## config.mk

```make
export PLATFORM = sky130hd
export DESIGN_NAME = ppsd_top
export DESIGN_NICKNAME = d
export VERILOG_FILES = /design/src/design/ppsd_word_decode.v /design/src/design/ppsd_top.v
export VERILOG_INCLUDE_DIRS = /design/src /design/src/design
export SDC_FILE = /design/constraint.sdc
export NUM_CORES = 1
export LEC_CHECK = 0
export BUFFER_PORTS_ARGS = -buffer_cell sky130_fd_sc_hd__buf_4
export CORE_MARGIN = 3
export CORE_UTILIZATION = 60
export DETAILED_ROUTE_END_ITERATION = 10
export PLACE_DENSITY = 0.86
export SLEW_MARGIN = 20
export SYNTH_ARGS = -nofsm -noshare
export SYNTH_HDL_FRONTEND = slang
export SYNTH_SLANG_ARGS = --single-unit
```

## constraint.sdc

```tcl
create_clock -name CORE_CLK -period 7.7 [get_ports CORE_CLK]
set_input_delay 1.54 -clock CORE_CLK [delete_from_list [all_inputs] [get_ports CORE_CLK]]
set_output_delay 1.54 -clock CORE_CLK [all_outputs]
set_load 0.05 [all_outputs]
```

## src/design/ppsd_consts.vh

```
// Constants for the power-on phase position source decoder.
// Assumes inclusion by bare name from every design file that needs them.
`ifndef PPSD_CONSTS_VH
`define PPSD_CONSTS_VH

// ****************************************
// Register byte offsets
// ****************************************
`define PPSD_OFF_PHASE_WORD 8'h00
`define PPSD_OFF_SERVO_PARAM 8'h04
`define PPSD_OFF_CFG 8'h08
`define PPSD_OFF_CMD 8'h0C
`define PPSD_OFF_STATUS 8'h10
`define PPSD_OFF_PHASE_POS 8'h14
`define PPSD_OFF_ABS_POS 8'h18

// ****************************************
// Reset values
// ****************************************
`define PPSD_RST_PHASE_WORD 24'h00_0000
`define PPSD_RST_SERVO_PARAM 24'h00_0000
`define PPSD_RST_CFG 12'h000

// ****************************************
// Configuration and command fields
// ****************************************
`define PPSD_CFG_SKIP_AUTO_BIT 2
`define PPSD_CFG_FMT_LSB 4
`define PPSD_CFG_FMT_MSB 5
`define PPSD_CFG_SLIP_BIT 8
`define PPSD_CMD_PHASE_BIT 0
`define PPSD_CMD_ABS_BIT 1
`define PPSD_FMT_HEX_A 2'h2
`define PPSD_FMT_HEX_B 2'h3

// ****************************************
// Fields of the source word
// ****************************************
`define PPSD_ADDR_MSB 15
`define PPSD_SEL_LSB 16
`define PPSD_SEL_MSB 23
`define PPSD_WIDTH_LSB 16
`define PPSD_WIDTH_MSB 21
`define PPSD_SPACE_BIT 22
`define PPSD_HALL_BIT 23
`define PPSD_HALL_LSB 20
`define PPSD_HALL_MSB 22
`define PPSD_WIDTH_MIN 6'h08
`define PPSD_WIDTH_MAX 6'h18
`define PPSD_SEL_MUX_MAX 8'h07
`define PPSD_SEL_RING_RD 8'h73
`define PPSD_SEL_RING_PAR 8'h74
`define PPSD_SEL_SPACE_MASK 8'hBF
`define PPSD_FULL_WORD 24'hFF_FFFF

// ****************************************
// Source kinds driven on the read port
// ****************************************
`define PPSD_SRC_NONE 3'h0
`define PPSD_SRC_MUX_RD 3'h1
`define PPSD_SRC_PAR_Y 3'h2
`define PPSD_SRC_PAR_X 3'h3
`define PPSD_SRC_RING_RD 3'h4
`define PPSD_SRC_RING_PAR 3'h5
`define PPSD_SRC_HALL 3'h6

// ****************************************
// AXI responses
// ****************************************
`define PPSD_RESP_OKAY 2'h0
`define PPSD_RESP_SLVERR 2'h2

`endif

```

## src/design/ppsd_word_decode.v

```verilog
// Combinational decoder of one 24-bit source word into a read method.
// Assumes the word is stable from a register in the same clock domain.
`timescale 1ns/100ps
`default_nettype none

`include "ppsd_consts.vh"

module ppsd_word_decode (
	input wire [23:0] word,
	output reg [2:0] kind,
	output reg [15:0] addr,
	output reg [3:0] sub,
	output reg [5:0] width
);
	wire [7:0] sel = word[`PPSD_SEL_MSB:`PPSD_SEL_LSB];
	wire [7:0] sel_nospace = sel & `PPSD_SEL_SPACE_MASK;

	// ****************************************
	// Selector decode
	// ****************************************
	// Zero word and unknown selectors both mean no special read
	always @* begin
		kind = `PPSD_SRC_NONE;
		addr = word[`PPSD_ADDR_MSB:0];
		sub = 4'h0;
		width = word[`PPSD_WIDTH_MSB:`PPSD_WIDTH_LSB];
		if (word == 24'h00_0000) begin
			kind = `PPSD_SRC_NONE;
		end else if (word[`PPSD_HALL_BIT]) begin
			kind = `PPSD_SRC_HALL;
		end else if (sel <= `PPSD_SEL_MUX_MAX) begin
			// Port address in low byte, converter and bank in selector
			addr = {8'h00, word[7:0]};
			sub = {1'b0, sel[2:0]};
			if (word[2:0] == 3'h0 && word[15:8] == 8'h00) begin
				kind = `PPSD_SRC_MUX_RD;
			end else if (word[7:0] == 8'h00 && word[15:8] == 8'h01 && sel == 8'h00) begin
				// Converter 0 at port 0 is coded with bit 8 set
				kind = `PPSD_SRC_MUX_RD;
			end
		end else if (sel_nospace >= `PPSD_WIDTH_MIN && sel_nospace <= `PPSD_WIDTH_MAX) begin
			kind = word[`PPSD_SPACE_BIT] ? `PPSD_SRC_PAR_X : `PPSD_SRC_PAR_Y;
		end else if (sel == `PPSD_SEL_RING_RD) begin
			kind = `PPSD_SRC_RING_RD;
			sub = word[3:0];
		end else if (sel == `PPSD_SEL_RING_PAR) begin
			kind = `PPSD_SRC_RING_PAR;
			sub = word[3:0];
		end else begin
			kind = `PPSD_SRC_NONE;
		end
	end
endmodule

`default_nettype wire

```

## src/design/ppsd_top.v

```verilog
// Power-on phase position source decoder with AXI4-Lite register access.
// Assumes a position-source read port in the same clock domain that answers
// each held request with a one-cycle acknowledge carrying 24 data bits.
`timescale 1ns/100ps
`default_nettype none

`include "ppsd_consts.vh"

module ppsd_top (
	input wire CORE_CLK,
	input wire RST_N,
	input wire [7:0] S_AXI_AWADDR,
	input wire S_AXI_AWVALID,
	output reg S_AXI_AWREADY,
	input wire [31:0] S_AXI_WDATA,
	input wire [3:0] S_AXI_WSTRB,
	input wire S_AXI_WVALID,
	output reg S_AXI_WREADY,
	output reg [1:0] S_AXI_BRESP,
	output reg S_AXI_BVALID,
	input wire S_AXI_BREADY,
	input wire [7:0] S_AXI_ARADDR,
	input wire S_AXI_ARVALID,
	output reg S_AXI_ARREADY,
	output reg [31:0] S_AXI_RDATA,
	output reg [1:0] S_AXI_RRESP,
	output reg S_AXI_RVALID,
	input wire S_AXI_RREADY,
	output reg SRC_REQ,
	output reg [2:0] SRC_KIND,
	output reg [15:0] SRC_ADDR,
	output reg [3:0] SRC_SUB,
	input wire SRC_ACK,
	input wire [23:0] SRC_DATA,
	output reg [23:0] PHASE_POS,
	output reg PHASE_VALID,
	output reg PHASE_SEARCH_REQ,
	output reg [23:0] ABS_POS,
	output reg ABS_VALID,
	output reg HEX_REPORT,
	output reg BUSY
);
	localparam S_IDLE = 2'h0, S_WAIT = 2'h1;

	// ****************************************
	// Helper functions
	// ****************************************
	// Byte-lane merge for AXI write strobes
	function [31:0] strb_merge;
		input [31:0] old_val;
		input [31:0] new_val;
		input [3:0] strb;
		integer i;
		begin
			strb_merge = old_val;
			for (i = 0; i < 4; i = i + 1) begin
				if (strb[i]) begin
					strb_merge[i*8 +: 8] = new_val[i*8 +: 8];
				end
			end
		end
	endfunction

	// Shape raw source data by read method
	function [23:0] extract;
		input [2:0] kind;
		input [5:0] width;
		input [23:0] data;
		begin
			if (kind == `PPSD_SRC_HALL) begin
				extract = {21'h00_0000, data[`PPSD_HALL_MSB:`PPSD_HALL_LSB]};
			end else if (kind == `PPSD_SRC_PAR_X || kind == `PPSD_SRC_PAR_Y) begin
				extract = data & (`PPSD_FULL_WORD >> (6'd24 - width));
			end else begin
				extract = data;
			end
		end
	endfunction

	// ****************************************
	// Registers and decoders
	// ****************************************
	reg [23:0] phase_word_reg, servo_param_reg;
	reg [11:0] cfg_reg;
	reg [7:0] aw_addr_reg;
	reg [31:0] w_data_reg;
	reg [3:0] w_strb_reg;
	reg phase_cmd_reg, abs_cmd_reg, phase_pend_reg, abs_pend_reg, boot_reg, job_abs_reg;
	reg [1:0] state_reg;
	reg [5:0] job_width_reg;
	wire [2:0] ph_kind, sv_kind;
	wire [15:0] ph_addr, sv_addr;
	wire [3:0] ph_sub, sv_sub;
	wire [5:0] ph_width, sv_width;
	wire do_write, phase_take, abs_take, servo_positive;
	wire [1:0] fmt = cfg_reg[`PPSD_CFG_FMT_MSB:`PPSD_CFG_FMT_LSB];
	// Write data merged by strobes; each register keeps only its own width
	wire [31:0] mrg_phase = strb_merge({8'h00, phase_word_reg}, w_data_reg, w_strb_reg);
	wire [31:0] mrg_servo = strb_merge({8'h00, servo_param_reg}, w_data_reg, w_strb_reg);
	wire [31:0] mrg_cfg = strb_merge({20'h0_0000, cfg_reg}, w_data_reg, w_strb_reg);

	// Two decoders: phase read and servo position read use separate words
	ppsd_word_decode u_phase_dec (.word(phase_word_reg), .kind(ph_kind), .addr(ph_addr),
		.sub(ph_sub), .width(ph_width));

	ppsd_word_decode u_servo_dec (.word(servo_param_reg), .kind(sv_kind), .addr(sv_addr),
		.sub(sv_sub), .width(sv_width));

	assign do_write = ~S_AXI_AWREADY & ~S_AXI_WREADY & ~S_AXI_BVALID;
	assign servo_positive = (servo_param_reg != 24'h00_0000) & ~servo_param_reg[23];
	assign phase_take = (state_reg == S_IDLE) & ~boot_reg & phase_pend_reg;
	assign abs_take = (state_reg == S_IDLE) & ~boot_reg & ~phase_pend_reg & abs_pend_reg;

	// ****************************************
	// AXI4-Lite write channel
	// ****************************************
	// Address and data are caught in either order; the write lands one cycle after both
	always @(posedge CORE_CLK or negedge RST_N) begin
		if (!RST_N) begin
			S_AXI_AWREADY <= 1'b1;
			S_AXI_WREADY <= 1'b1;
			S_AXI_BVALID <= 1'b0;
			S_AXI_BRESP <= `PPSD_RESP_OKAY;
			aw_addr_reg <= 8'h00;
			w_data_reg <= 32'h0000_0000;
			w_strb_reg <= 4'h0;
			phase_word_reg <= `PPSD_RST_PHASE_WORD;
			servo_param_reg <= `PPSD_RST_SERVO_PARAM;
			cfg_reg <= `PPSD_RST_CFG;
			phase_cmd_reg <= 1'b0;
			abs_cmd_reg <= 1'b0;
		end else begin
			phase_cmd_reg <= 1'b0;
			abs_cmd_reg <= 1'b0;
			if (S_AXI_AWVALID && S_AXI_AWREADY) begin
				aw_addr_reg <= S_AXI_AWADDR;
				S_AXI_AWREADY <= 1'b0;
			end
			if (S_AXI_WVALID && S_AXI_WREADY) begin
				w_data_reg <= S_AXI_WDATA;
				w_strb_reg <= S_AXI_WSTRB;
				S_AXI_WREADY <= 1'b0;
			end
			if (do_write) begin
				S_AXI_BVALID <= 1'b1;
				S_AXI_BRESP <= `PPSD_RESP_OKAY;
				case ({aw_addr_reg[7:2], 2'b00})
					`PPSD_OFF_PHASE_WORD: phase_word_reg <= mrg_phase[23:0];
					`PPSD_OFF_SERVO_PARAM: servo_param_reg <= mrg_servo[23:0];
					`PPSD_OFF_CFG: cfg_reg <= mrg_cfg[11:0];
					`PPSD_OFF_CMD: begin
						phase_cmd_reg <= w_strb_reg[0] & w_data_reg[`PPSD_CMD_PHASE_BIT];
						abs_cmd_reg <= w_strb_reg[0] & w_data_reg[`PPSD_CMD_ABS_BIT];
					end
					`PPSD_OFF_STATUS, `PPSD_OFF_PHASE_POS, `PPSD_OFF_ABS_POS: S_AXI_BRESP <= `PPSD_RESP_OKAY;
					default: S_AXI_BRESP <= `PPSD_RESP_SLVERR;
				endcase
			end
			if (S_AXI_BVALID && S_AXI_BREADY) begin
				S_AXI_BVALID <= 1'b0;
				S_AXI_AWREADY <= 1'b1;
				S_AXI_WREADY <= 1'b1;
			end
		end
	end

	// ****************************************
	// AXI4-Lite read channel
	// ****************************************
	// One read in flight; the answer follows the address handshake by one cycle
	always @(posedge CORE_CLK or negedge RST_N) begin
		if (!RST_N) begin
			S_AXI_ARREADY <= 1'b1;
			S_AXI_RVALID <= 1'b0;
			S_AXI_RDATA <= 32'h0000_0000;
			S_AXI_RRESP <= `PPSD_RESP_OKAY;
		end else begin
			if (S_AXI_ARVALID && S_AXI_ARREADY) begin
				S_AXI_ARREADY <= 1'b0;
				S_AXI_RVALID <= 1'b1;
				S_AXI_RRESP <= `PPSD_RESP_OKAY;
				S_AXI_RDATA <= 32'h0000_0000;
				case ({S_AXI_ARADDR[7:2], 2'b00})
					`PPSD_OFF_PHASE_WORD: S_AXI_RDATA <= {8'h00, phase_word_reg};
					`PPSD_OFF_SERVO_PARAM: S_AXI_RDATA <= {8'h00, servo_param_reg};
					`PPSD_OFF_CFG: S_AXI_RDATA <= {20'h0_0000, cfg_reg};
					`PPSD_OFF_CMD: S_AXI_RDATA <= 32'h0000_0000;
					`PPSD_OFF_STATUS: S_AXI_RDATA <= {21'h00_0000, ph_kind, 3'h0, HEX_REPORT,
						ABS_VALID, PHASE_SEARCH_REQ, PHASE_VALID, BUSY};
					`PPSD_OFF_PHASE_POS: S_AXI_RDATA <= {8'h00, PHASE_POS};
					`PPSD_OFF_ABS_POS: S_AXI_RDATA <= {8'h00, ABS_POS};
					default: S_AXI_RRESP <= `PPSD_RESP_SLVERR;
				endcase
			end
			if (S_AXI_RVALID && S_AXI_RREADY) begin
				S_AXI_RVALID <= 1'b0;
				S_AXI_ARREADY <= 1'b1;
			end
		end
	end

	// ****************************************
	// Pending requests
	// ****************************************
	// A command landing in the cycle its pending flag is taken is kept, so set wins
	always @(posedge CORE_CLK or negedge RST_N) begin
		if (!RST_N) begin
			boot_reg <= 1'b1;
			phase_pend_reg <= 1'b0;
			abs_pend_reg <= 1'b0;
		end else begin
			boot_reg <= 1'b0;
			// Power-up pass sees the parameter values present after reset
			phase_pend_reg <= (phase_pend_reg & ~phase_take) | phase_cmd_reg | boot_reg;
			abs_pend_reg <= (abs_pend_reg & ~abs_take) | abs_cmd_reg
				| (boot_reg & servo_positive & ~cfg_reg[`PPSD_CFG_SKIP_AUTO_BIT]);
		end
	end

	// ****************************************
	// Read sequencer
	// ****************************************
	// Phase read has priority; the request is held until the source acknowledges
	always @(posedge CORE_CLK or negedge RST_N) begin
		if (!RST_N) begin
			state_reg <= S_IDLE;
			job_abs_reg <= 1'b0;
			job_width_reg <= 6'h00;
			SRC_REQ <= 1'b0;
			SRC_KIND <= `PPSD_SRC_NONE;
			SRC_ADDR <= 16'h0000;
			SRC_SUB <= 4'h0;
			PHASE_POS <= 24'h00_0000;
			PHASE_VALID <= 1'b0;
			PHASE_SEARCH_REQ <= 1'b0;
			ABS_POS <= 24'h00_0000;
			ABS_VALID <= 1'b0;
			BUSY <= 1'b0;
		end else begin
			case (state_reg)
				S_IDLE: begin
					if (boot_reg && !(servo_positive && !cfg_reg[`PPSD_CFG_SKIP_AUTO_BIT])) begin
						ABS_POS <= 24'h00_0000;
						ABS_VALID <= 1'b0;
					end
					if (phase_take) begin
						if (ph_kind == `PPSD_SRC_NONE) begin
							// No absolute phase: synchronous motors need a search
							PHASE_VALID <= 1'b0;
							PHASE_SEARCH_REQ <= ~cfg_reg[`PPSD_CFG_SLIP_BIT];
						end else begin
							state_reg <= S_WAIT;
							job_abs_reg <= 1'b0;
							job_width_reg <= ph_width;
							SRC_REQ <= 1'b1;
							SRC_KIND <= ph_kind;
							SRC_ADDR <= ph_addr;
							SRC_SUB <= ph_sub;
							BUSY <= 1'b1;
						end
					end else if (abs_take) begin
						if (!servo_positive || sv_kind == `PPSD_SRC_NONE) begin
							// Reference left to a homing move
							ABS_POS <= 24'h00_0000;
							ABS_VALID <= 1'b0;
						end else begin
							state_reg <= S_WAIT;
							job_abs_reg <= 1'b1;
							job_width_reg <= sv_width;
							SRC_REQ <= 1'b1;
							SRC_KIND <= sv_kind;
							SRC_ADDR <= sv_addr;
							SRC_SUB <= sv_sub;
							BUSY <= 1'b1;
						end
					end
				end
				S_WAIT: begin
					if (SRC_ACK) begin
						state_reg <= S_IDLE;
						SRC_REQ <= 1'b0;
						BUSY <= 1'b0;
						if (job_abs_reg) begin
							ABS_POS <= extract(SRC_KIND, job_width_reg, SRC_DATA);
							ABS_VALID <= 1'b1;
						end else begin
							PHASE_POS <= extract(SRC_KIND, job_width_reg, SRC_DATA);
							PHASE_VALID <= 1'b1;
							PHASE_SEARCH_REQ <= 1'b0;
						end
					end
				end
				default: begin
					state_reg <= S_IDLE;
					SRC_REQ <= 1'b0;
					BUSY <= 1'b0;
				end
			endcase
		end
	end

	// ****************************************
	// Host report format
	// ****************************************
	// Flag tells the host side to print the source word in hex
	always @(posedge CORE_CLK or negedge RST_N) begin
		if (!RST_N) begin
			HEX_REPORT <= 1'b0;
		end else begin
			HEX_REPORT <= (fmt == `PPSD_FMT_HEX_A) | (fmt == `PPSD_FMT_HEX_B);
		end
	end
endmodule

`default_nettype wire

```

==> results of run 1 <==
-- Yosys cell counts, types with 3 or more instances --
master / count
sky130_fd_sc_hd__dfrtp_1: 208
sky130_fd_sc_hd__mux2_2: 95
sky130_fd_sc_hd__nand2_1: 81
sky130_fd_sc_hd__a22oi_1: 52
sky130_fd_sc_hd__o21ai_0: 44
sky130_fd_sc_hd__clkbuf_1: 43
sky130_fd_sc_hd__nor2_1: 31
sky130_fd_sc_hd__inv_1: 27
sky130_fd_sc_hd__o31ai_1: 22
sky130_fd_sc_hd__a22o_1: 21
sky130_fd_sc_hd__o2bb2ai_1: 20
sky130_fd_sc_hd__o22ai_1: 16
sky130_fd_sc_hd__a21o_1: 11
sky130_fd_sc_hd__buf_4: 11
sky130_fd_sc_hd__nand3_1: 11
sky130_fd_sc_hd__a21oi_1: 10
sky130_fd_sc_hd__a2bb2oi_1: 10
sky130_fd_sc_hd__a31oi_1: 10
sky130_fd_sc_hd__nor3_1: 10
sky130_fd_sc_hd__mux2_4: 8
sky130_fd_sc_hd__nand2b_1: 7
sky130_fd_sc_hd__or3_1: 7
sky130_fd_sc_hd__a221oi_1: 6
sky130_fd_sc_hd__a222oi_1: 6
sky130_fd_sc_hd__a22o_2: 6
sky130_fd_sc_hd__nor2b_1: 6
sky130_fd_sc_hd__o211ai_1: 6
sky130_fd_sc_hd__and2_1: 5
sky130_fd_sc_hd__nor4_1: 5
sky130_fd_sc_hd__or4_1: 5
sky130_fd_sc_hd__a211oi_1: 4
sky130_fd_sc_hd__a31o_2: 4
sky130_fd_sc_hd__dfstp_2: 4
sky130_fd_sc_hd__ha_1: 4
sky130_fd_sc_hd__mux2i_1: 4
sky130_fd_sc_hd__nor4_2: 4
sky130_fd_sc_hd__a32o_1: 3
sky130_fd_sc_hd__nand3b_1: 3
sky130_fd_sc_hd__o311ai_0: 3
-- critical path: stages, from the launching register on --
cell,delay [ns]
sky130_fd_sc_hd__dfrtp_1,0.59
sky130_fd_sc_hd__nor2b_1,0.19
sky130_fd_sc_hd__nand4_1,0.29
sky130_fd_sc_hd__a21oi_1,0.61
sky130_fd_sc_hd__nor2_1,0.23
sky130_fd_sc_hd__a211oi_4,0.75
sky130_fd_sc_hd__buf_4,0.38
sky130_fd_sc_hd__mux2_2,0.37
-- where the power goes --
group / switching [W] / total, W / leakage, nW / internal, W
Sequential: 0.000622 / 0.00216 / 2.77 / 0.00154
Clock: 0.000445 / 0.00125 / 0.424 / 0.000810
Combinational: 0.00206 / 0.00323 / 2.72 / 0.00118
Total: 0.00312 / 0.00665 / 5.92 / 0.00352
-- how the worst max path moves through the flow --
stage	to	slack, ns	depth (start not counted)
detailed placement	S_AXI_RDATA[9]$_DFFE_PN0P_	4.18	7
global placement	S_AXI_RDATA[9]$_DFFE_PN0P_	4.17	7
floorplan	S_AXI_RDATA[14]$_DFFE_PN0P_	4.58	4
CTS	SRC_ADDR[8]$_DFFE_PN0P_	4.30	7
global route	SRC_SUB[0]$_DFFE_PN0P_	4.12	7
finish	SRC_ADDR[8]$_DFFE_PN0P_	4.16	7
-- through the flow --
step | instances | hold slack, ns | util | power (W)
3_3_place_gp | 1232 | 0.389 | 0.713 | 0.00514
6_report | 1273 | 0.426 | 0.769 | 0.00665
4_1_cts | 1272 | 0.421 | 0.767 | 0.00651
3_5_place_dp | 1232 | 0.407 | 0.714 | 0.00522
5_1_grt | 1273 | 0.437 | 0.769 | 0.00688
2_1_floorplan | 886 | 0.408 | - | 0.00422
-- layout make-up --
type                            count  area (sq um)  share of cell area
Tap cell                          216           270              0.0218
Inverter                           27           101             0.00818
Sequential cell                   212          5310               0.429
Clock inverter                     11           234              0.0189
Multi-Input combinational cell    589          4420               0.356
Timing Repair Buffer              189          1430               0.115
Clock buffer                       29           628              0.0507
-- routing by layer --
metal	global-route usage	share of wire
met5	0	0
met4	0.132	0.050
met3	0.0791	0.13
met2	0.528	0.46
met1	0.466	0.36
-- cell families (layout without fill, tap and decap cells) --
kind of cell    Yosys count  count (layout)  share of synthesized area
flops                   212             212                      0.529
other cells               1              11                   0.000374
xor+xnor                  1               1                   0.000873
buf+inv                  85             256                     0.0399
compound gates          273             273                      0.204
simple gates            193             193                     0.0979
fa+ha+maj                 4               4                    0.00499
mux                     107             107                      0.123
==> implementation parameters, run 1 <==
Parameter                              Value

Pwr
  Worst IR drop on VDD    about 0.37 mV
  Leakage power figure    5.92 nW
  Power per Cell Area    536 nW/um^2

Global route
  Global-route total usage across every layer    0.339
  Number of global-route vias before repair    8,348
  Number of antenna violations at the first check in global routing    0
  Total gr overflow    0
  Largest net degree at the start of global routing    127
  Global-route wire length before repair    48,000 um

Final layout
  Fin area    12,400 sq um
  Area growth from synthesis to layout    23.5%
  Most used cells in the layout excluding fill and tap cells    sky130_fd_sc_hd__dfrtp_1, sky130_fd_sc_hd__buf_4, sky130_fd_sc_hd__mux2_2
  N_diodes    0
  Leading cell type in the layout, fill and taps excluded    sky130_fd_sc_hd__dfrtp_1
  Share of layout cells above drive strength 1    0.346
  Number of fill cells    1,063
  Number of nets in the layout    1,129

Floorplanning
  Effective utilization at floorplan    0.623
  I/O Pins    ~200
  Vertical extent of the die    135 um
  X dimension of the die    135 um
  Core Region    16,100 sq um
  Placement row count    46
  Area of the die    roughly 18,000 sq um

Clocking
  CTS tree    yes
  Clock root buffer    sky130_fd_sc_hd__clkbuf_16
  Post-cts repair resize count    0
  Number of sinks driven by the clock tree    about 210
  Count of H-tree levels built during CTS    1
  Post-CTS setup repair buffer count    0
  Cts hold-fix bufs    0
  TritonCTS Buffers    22
  Clock Tree Buf Depth    3
  Clk_lat worst skew    0.51 ns
  Post-CTS clock slew at the launch and capture registers of the worst setup and hold paths    0.06 ns

Place
  Area post-placement    ~11,000 sq um
  HPWL reported at the end of detailed placement    21,400 um
  Final GP Congestion    ~0.95
  Number of port buffers    approximately 180
  Placement-stage worst setup slack    4.18 ns

Status
  Run status    completed

Timing
  Count of endpoints failing hold in the final timing report    0
  Slew Limit Fails    0
  Endpoints failing setup    0
  Sum of negative setup slack    0 ns
  Unrepaired setup endpoints after global routing    no
  Transition time of the tightest slew-check pin    approximately 1.1 ns
  Final worst-path cycle share    0.460
  Final critical path time including I/O delays and setup    3.54 ns
  Timing-limited maximum frequency    approximately 280 MHz
  Crit path setup slack, layout    4.16 ns
  Tightest slew margin relative to the limit    0.261
  Post-Route Skew    0.0146 ns

Yosys
  Top cell type by total area after synthesis    sky130_fd_sc_hd__dfrtp_1
  Portion of synthesized cell area occupied by the leading cell type    0.519
  Synthesized flop and latch total    around 210
  Synth warnings    0
  Cells after synthesis    876
  Post-synth EDFFs    0
  Top flip-flop cell by instance count after synthesis    sky130_fd_sc_hd__dfrtp_1
  Synth Cell Area    10,000 sq um
  Async set-reset flop share out of synthesis    1.00
  Sequential-to-total area share from yosys stat    0.529
  Average cell area after synthesis    approximately 11 sq um
  Largest cells by area after synthesis    sky130_fd_sc_hd__dfrtp_1, sky130_fd_sc_hd__mux2_2, sky130_fd_sc_hd__a22oi_1
  Count of cell types in the netlist    76

Critical path
  R2R setup slack    4.16 ns
  Launching point of the worst reg2reg path    phase_word_reg[20]$_DFFE_PN0P_
  Length in cells of the worst reg-to-reg path    7
  Type of destination of the critical path    flop
  Worst setup startpoint    phase_word_reg[20]$_DFFE_PN0P_
  End of the worst register-to-register path    SRC_ADDR[8]$_DFFE_PN0P_
  Nature of the critical path startpoint    flop
  Worst Path Required    8.08 ns
  Path type of the worst setup path    reg2reg
  Arrival time of data at the critical path endpoint    slightly below 4 ns
  Top fanout value on the critical path    17

Route
  DRT Pass-1 Iters    7
  Number of antenna-violating nets in the routed design    0
  DRC violations left    0
  Routed wire length    around 31,000 um
  Via count    8,708
  Average routed wire per standard cell    24.7 um
  Number of DRC violations after detailed-routing iteration 0    1,156
  Routed via count divided by cell count    6.84

Min path
  Source of the worst hold timing path    cfg_reg[5]$_DFFE_PN0P_
  End of the worst hold path    HEX_REPORT$_DFF_PN0_
  Hold/Removal Path Class    reg2reg
  Number of cells traversed by the worst hold path    0

Job
  Max capacitance violation total    0
Note: power is estimated with default switching activity, not from simulation.
==> inputs of run 2 (changes only) <==
--- a/config.mk
+++ b/config.mk
@@ -8,9 +8,9 @@
 export LEC_CHECK = 0
 export BUFFER_PORTS_ARGS = -buffer_cell sky130_fd_sc_hd__buf_4
 export CORE_MARGIN = 3
-export CORE_UTILIZATION = 60
+export CORE_UTILIZATION = 50
 export DETAILED_ROUTE_END_ITERATION = 10
-export PLACE_DENSITY = 0.86
+export PLACE_DENSITY = 0.77
 export SLEW_MARGIN = 20
 export SYNTH_ARGS = -nofsm -noshare
 export SYNTH_HDL_FRONTEND = slang
==> constraint.sdc (replaced) <==
create_clock -name CORE_CLK -period 3.2 [get_ports CORE_CLK]
set_input_delay 0.64 -clock CORE_CLK [delete_from_list [all_inputs] [get_ports CORE_CLK]]
set_output_delay 0.64 -clock CORE_CLK [all_outputs]
set_load 0.05 [all_outputs]
==> implementation parameters, run 2 (synthesis gave the netlist of run 1 again) <==
Parameter                              Value

Global route
  Number of antenna violations at the first check in global routing    0 (unchanged)
  Largest net degree at the start of global routing    77 (-39%)
  Met3 Use GR    0.0564 (-0.0227)
  Total gr overflow    0 (unchanged)
  Routing usage on met2    0.433 (-0.0948)
  Global-route wire length before repair    47,200 um (-1.7%)
  Number of global-route vias before repair    7,999 (-4.2%)
  Global-route layer with the greatest usage    met2
  Global-route total usage across every layer    0.276 (-0.0628)
  Met1 track demand over resource in global routing    0.394 (-0.0721)

Timing
  Final Hold Slack    0.123 ns (-0.302 ns)
  Final critical path time including I/O delays and setup    2.86 ns (-0.682 ns)
  Endpoints failing setup    0 (unchanged)
  Post-Route Skew    0.0237 ns (+0.00908 ns)
  Final worst-path cycle share    0.894 (+0.434)
  Timing-limited maximum frequency    350 MHz (+24%)
  Count of endpoints failing hold in the final timing report    0 (unchanged)
  Slew Limit Fails    0 (unchanged)
  Transition time of the tightest slew-check pin    0.868 ns (-0.238 ns)
  Unrepaired setup endpoints after global routing    no
  Tightest slew margin relative to the limit    0.422 (+0.161)
  Sum of negative setup slack    0 ns (unchanged)

Critical path
  R2R setup slack    0.34 ns (-3.82 ns)
  Arrival time of data at the critical path endpoint    3.24 ns (-0.69 ns)
  Nature of the critical path startpoint    flop
  Top fanout value on the critical path    14 (-3)
  Worst Path Required    3.58 ns (-4.50 ns)
  Type of destination of the critical path    flop
  Path type of the worst setup path    reg2reg

Clocking
  Post-CTS clock slew at the launch and capture registers of the worst setup and hold paths    0.06 ns (about the same)
  Post-CTS setup repair buffer count    0 (unchanged)
  Post-cts repair resize count    0 (unchanged)
  Clk_lat worst skew    0.51 ns (about the same)
  Clock root buffer    sky130_fd_sc_hd__clkbuf_16
  Count of H-tree levels built during CTS    1 (unchanged)
  CTS tree    yes
  TritonCTS Buffers    23 (+4.5%)
  Clock Tree Buf Depth    3 (unchanged)
  Number of sinks driven by the clock tree    212 (unchanged)
  Cts hold-fix bufs    0 (unchanged)

Floorplanning
  I/O Pins    202 (unchanged)
  Vertical extent of the die    148 um (+9.1%)
  Core Region    19,600 sq um (+22%)
  Effective utilization at floorplan    0.512 (-0.110)
  X dimension of the die    148 um (+9.1%)
  Placement row count    51 (+11%)
  Area of the die    21,800 sq um (+19%)

Route
  Number of DRC violations after detailed-routing iteration 0    923 (-20%)
  Routed via count divided by cell count    6.21 (-9.2%)
  Routed wire length    30,800 um (-2.2%)
  Number of antenna-violating nets in the routed design    0 (unchanged)
  DRC violations left    0 (unchanged)
  Average routed wire per standard cell    22.8 um (-7.8%)
  Via count    8,394 (-3.6%)
  DRT Pass-1 Iters    6 (-1)

Pwr
  Power per Cell Area    1260 nW/um^2 (+130%)
  Switching power summed over all nets    0.00736 W (+140%)
  Leakage power figure    6.04 nW (+2.1%)
  Clock network fraction of design power    0.177 (-0.012)
  Fraction of power consumed by combinational cells    0.508 (+0.022)
  Seq pwr share    0.316 (-0.009)
  Worst IR drop on VDD    0.688 mV (+85%)
  Internal portion of total power    0.00849 W (+140%)
  Switching fraction of total power    0.464 (-0.00552)

Place
  Number of port buffers    178 (unchanged)
  HPWL reported at the end of detailed placement    22,400 um (+5.0%)
  Final GP Congestion    0.983 (+3.1%)

Final layout
  Number of nets in the layout    1,158 (+2.6%)
  N_diodes    0 (unchanged)
  Post-layout utilization of the core    0.643 (-0.126)
  Multi-input logic area    4380 sq um (-0.88%)
  Number of fill cells    1,552 (+46%)
  Leading cell type in the layout, fill and taps excluded    sky130_fd_sc_hd__buf_4
  Share of layout cells above drive strength 1    0.365 (+0.0184)
  Most used cells in the layout excluding fill and tap cells    sky130_fd_sc_hd__buf_4, sky130_fd_sc_hd__dfrtp_1, sky130_fd_sc_hd__mux2_2
  Area growth from synthesis to layout    25.5%
  Seq. cell area    5310 sq um (unchanged)

Status
  Run status    completed

Min path
  Hold/Removal Path Class    in2async

Job
  Max capacitance violation total    0 (unchanged)
run 2: changes by cell type in the layout (fill, tap and decap cells not counted):
| cell | before | now |
|---|---|---|
| sky130_fd_sc_hd__nor3_2 | 0 | 2 |
| sky130_fd_sc_hd__bufinv_16 | 7 | 4 |
| sky130_fd_sc_hd__nor3_4 | 2 | 0 |
| sky130_fd_sc_hd__clkbuf_1 | 3 | 2 |
| sky130_fd_sc_hd__clkinv_2 | 3 | 6 |
| sky130_fd_sc_hd__nor4_2 | 1 | 4 |
| sky130_fd_sc_hd__nor4_4 | 4 | 1 |
| sky130_fd_sc_hd__buf_6 | 1 | 0 |
| sky130_fd_sc_hd__buf_4 | 187 | 213 |
| sky130_fd_sc_hd__clkinv_4 | 0 | 1 |
| sky130_fd_sc_hd__buf_12 | 0 | 3 |
| sky130_fd_sc_hd__clkbuf_8 | 4 | 5 |
run 2: metrics by stage:
step	total power, W	setup slack [ns]	area (sq um)	cells
2_1_floorplan	0.0102	0.534	10100	886
3_3_place_gp	0.0126	0.358	11800	1309
3_5_place_dp	0.0129	0.381	11800	1310
4_1_cts	0.0157	0.349	12600	1351
5_1_grt	0.0166	0.225	12600	1351
6_report	0.0159	0.339	12600	1351
run 2: final cells by class:
class                   instances  share of cell area
flip-flops and latches        212               0.421
multi-input cells             589               0.347
repair buffers                217               0.133
clock buffers                  29              0.0506
well taps                     265              0.0263
clock inverters                12              0.0133
inverters                      27             0.00804
run 2: power groups by stage:
stage	clock network [W]	registers, W	logic (W)
2_1_floorplan	0	0.00572	0.00443
3_3_place_gp	0	0.00494	0.00762
3_5_place_dp	0	0.00496	0.00790
4_1_cts	0.00284	0.00494	0.00796
5_1_grt	0.00294	0.00510	0.00853
6_report	0.00280	0.00501	0.00805
run 2: critical path, cell delays in order (launching register included):
cell and delay, ns:
sky130_fd_sc_hd__dfrtp_1 0.47, sky130_fd_sc_hd__or4_4 0.58, sky130_fd_sc_hd__nor4_4 0.34, sky130_fd_sc_hd__a32o_2 0.31, sky130_fd_sc_hd__o22ai_2 0.13, sky130_fd_sc_hd__a211oi_4 0.25, sky130_fd_sc_hd__buf_4 0.28, sky130_fd_sc_hd__mux2_2 0.36
run 2: layer usage:
metal / vias up / routed length, um
met1: 4087 / 12500
met4: 0 / 842
met2: 534 / 14200
li1: 3705 / -
met5: - / 0
met3: 68 / 3300
run 2: path summary, 6_finish.rpt:
kind	depth (start not counted)	start	end
worst max-delay path	7	servo_param_reg[1]$_DFFE_PN0P_	SRC_SUB[0]$_DFFE_PN0P_
worst min-delay path	1	RST_N	S_AXI_RDATA[21]$_DFFE_PN0P_
worst max register to register	7	servo_param_reg[1]$_DFFE_PN0P_	SRC_SUB[0]$_DFFE_PN0P_
worst min register to register	0	cfg_reg[5]$_DFFE_PN0P_	HEX_REPORT$_DFF_PN0_
max in group asynchronous	2	RST_N	S_AXI_AWREADY$_DFFE_PN1P_
min in group CORE_CLK	2	S_AXI_WVALID	S_AXI_WREADY$_DFFE_PN1P_
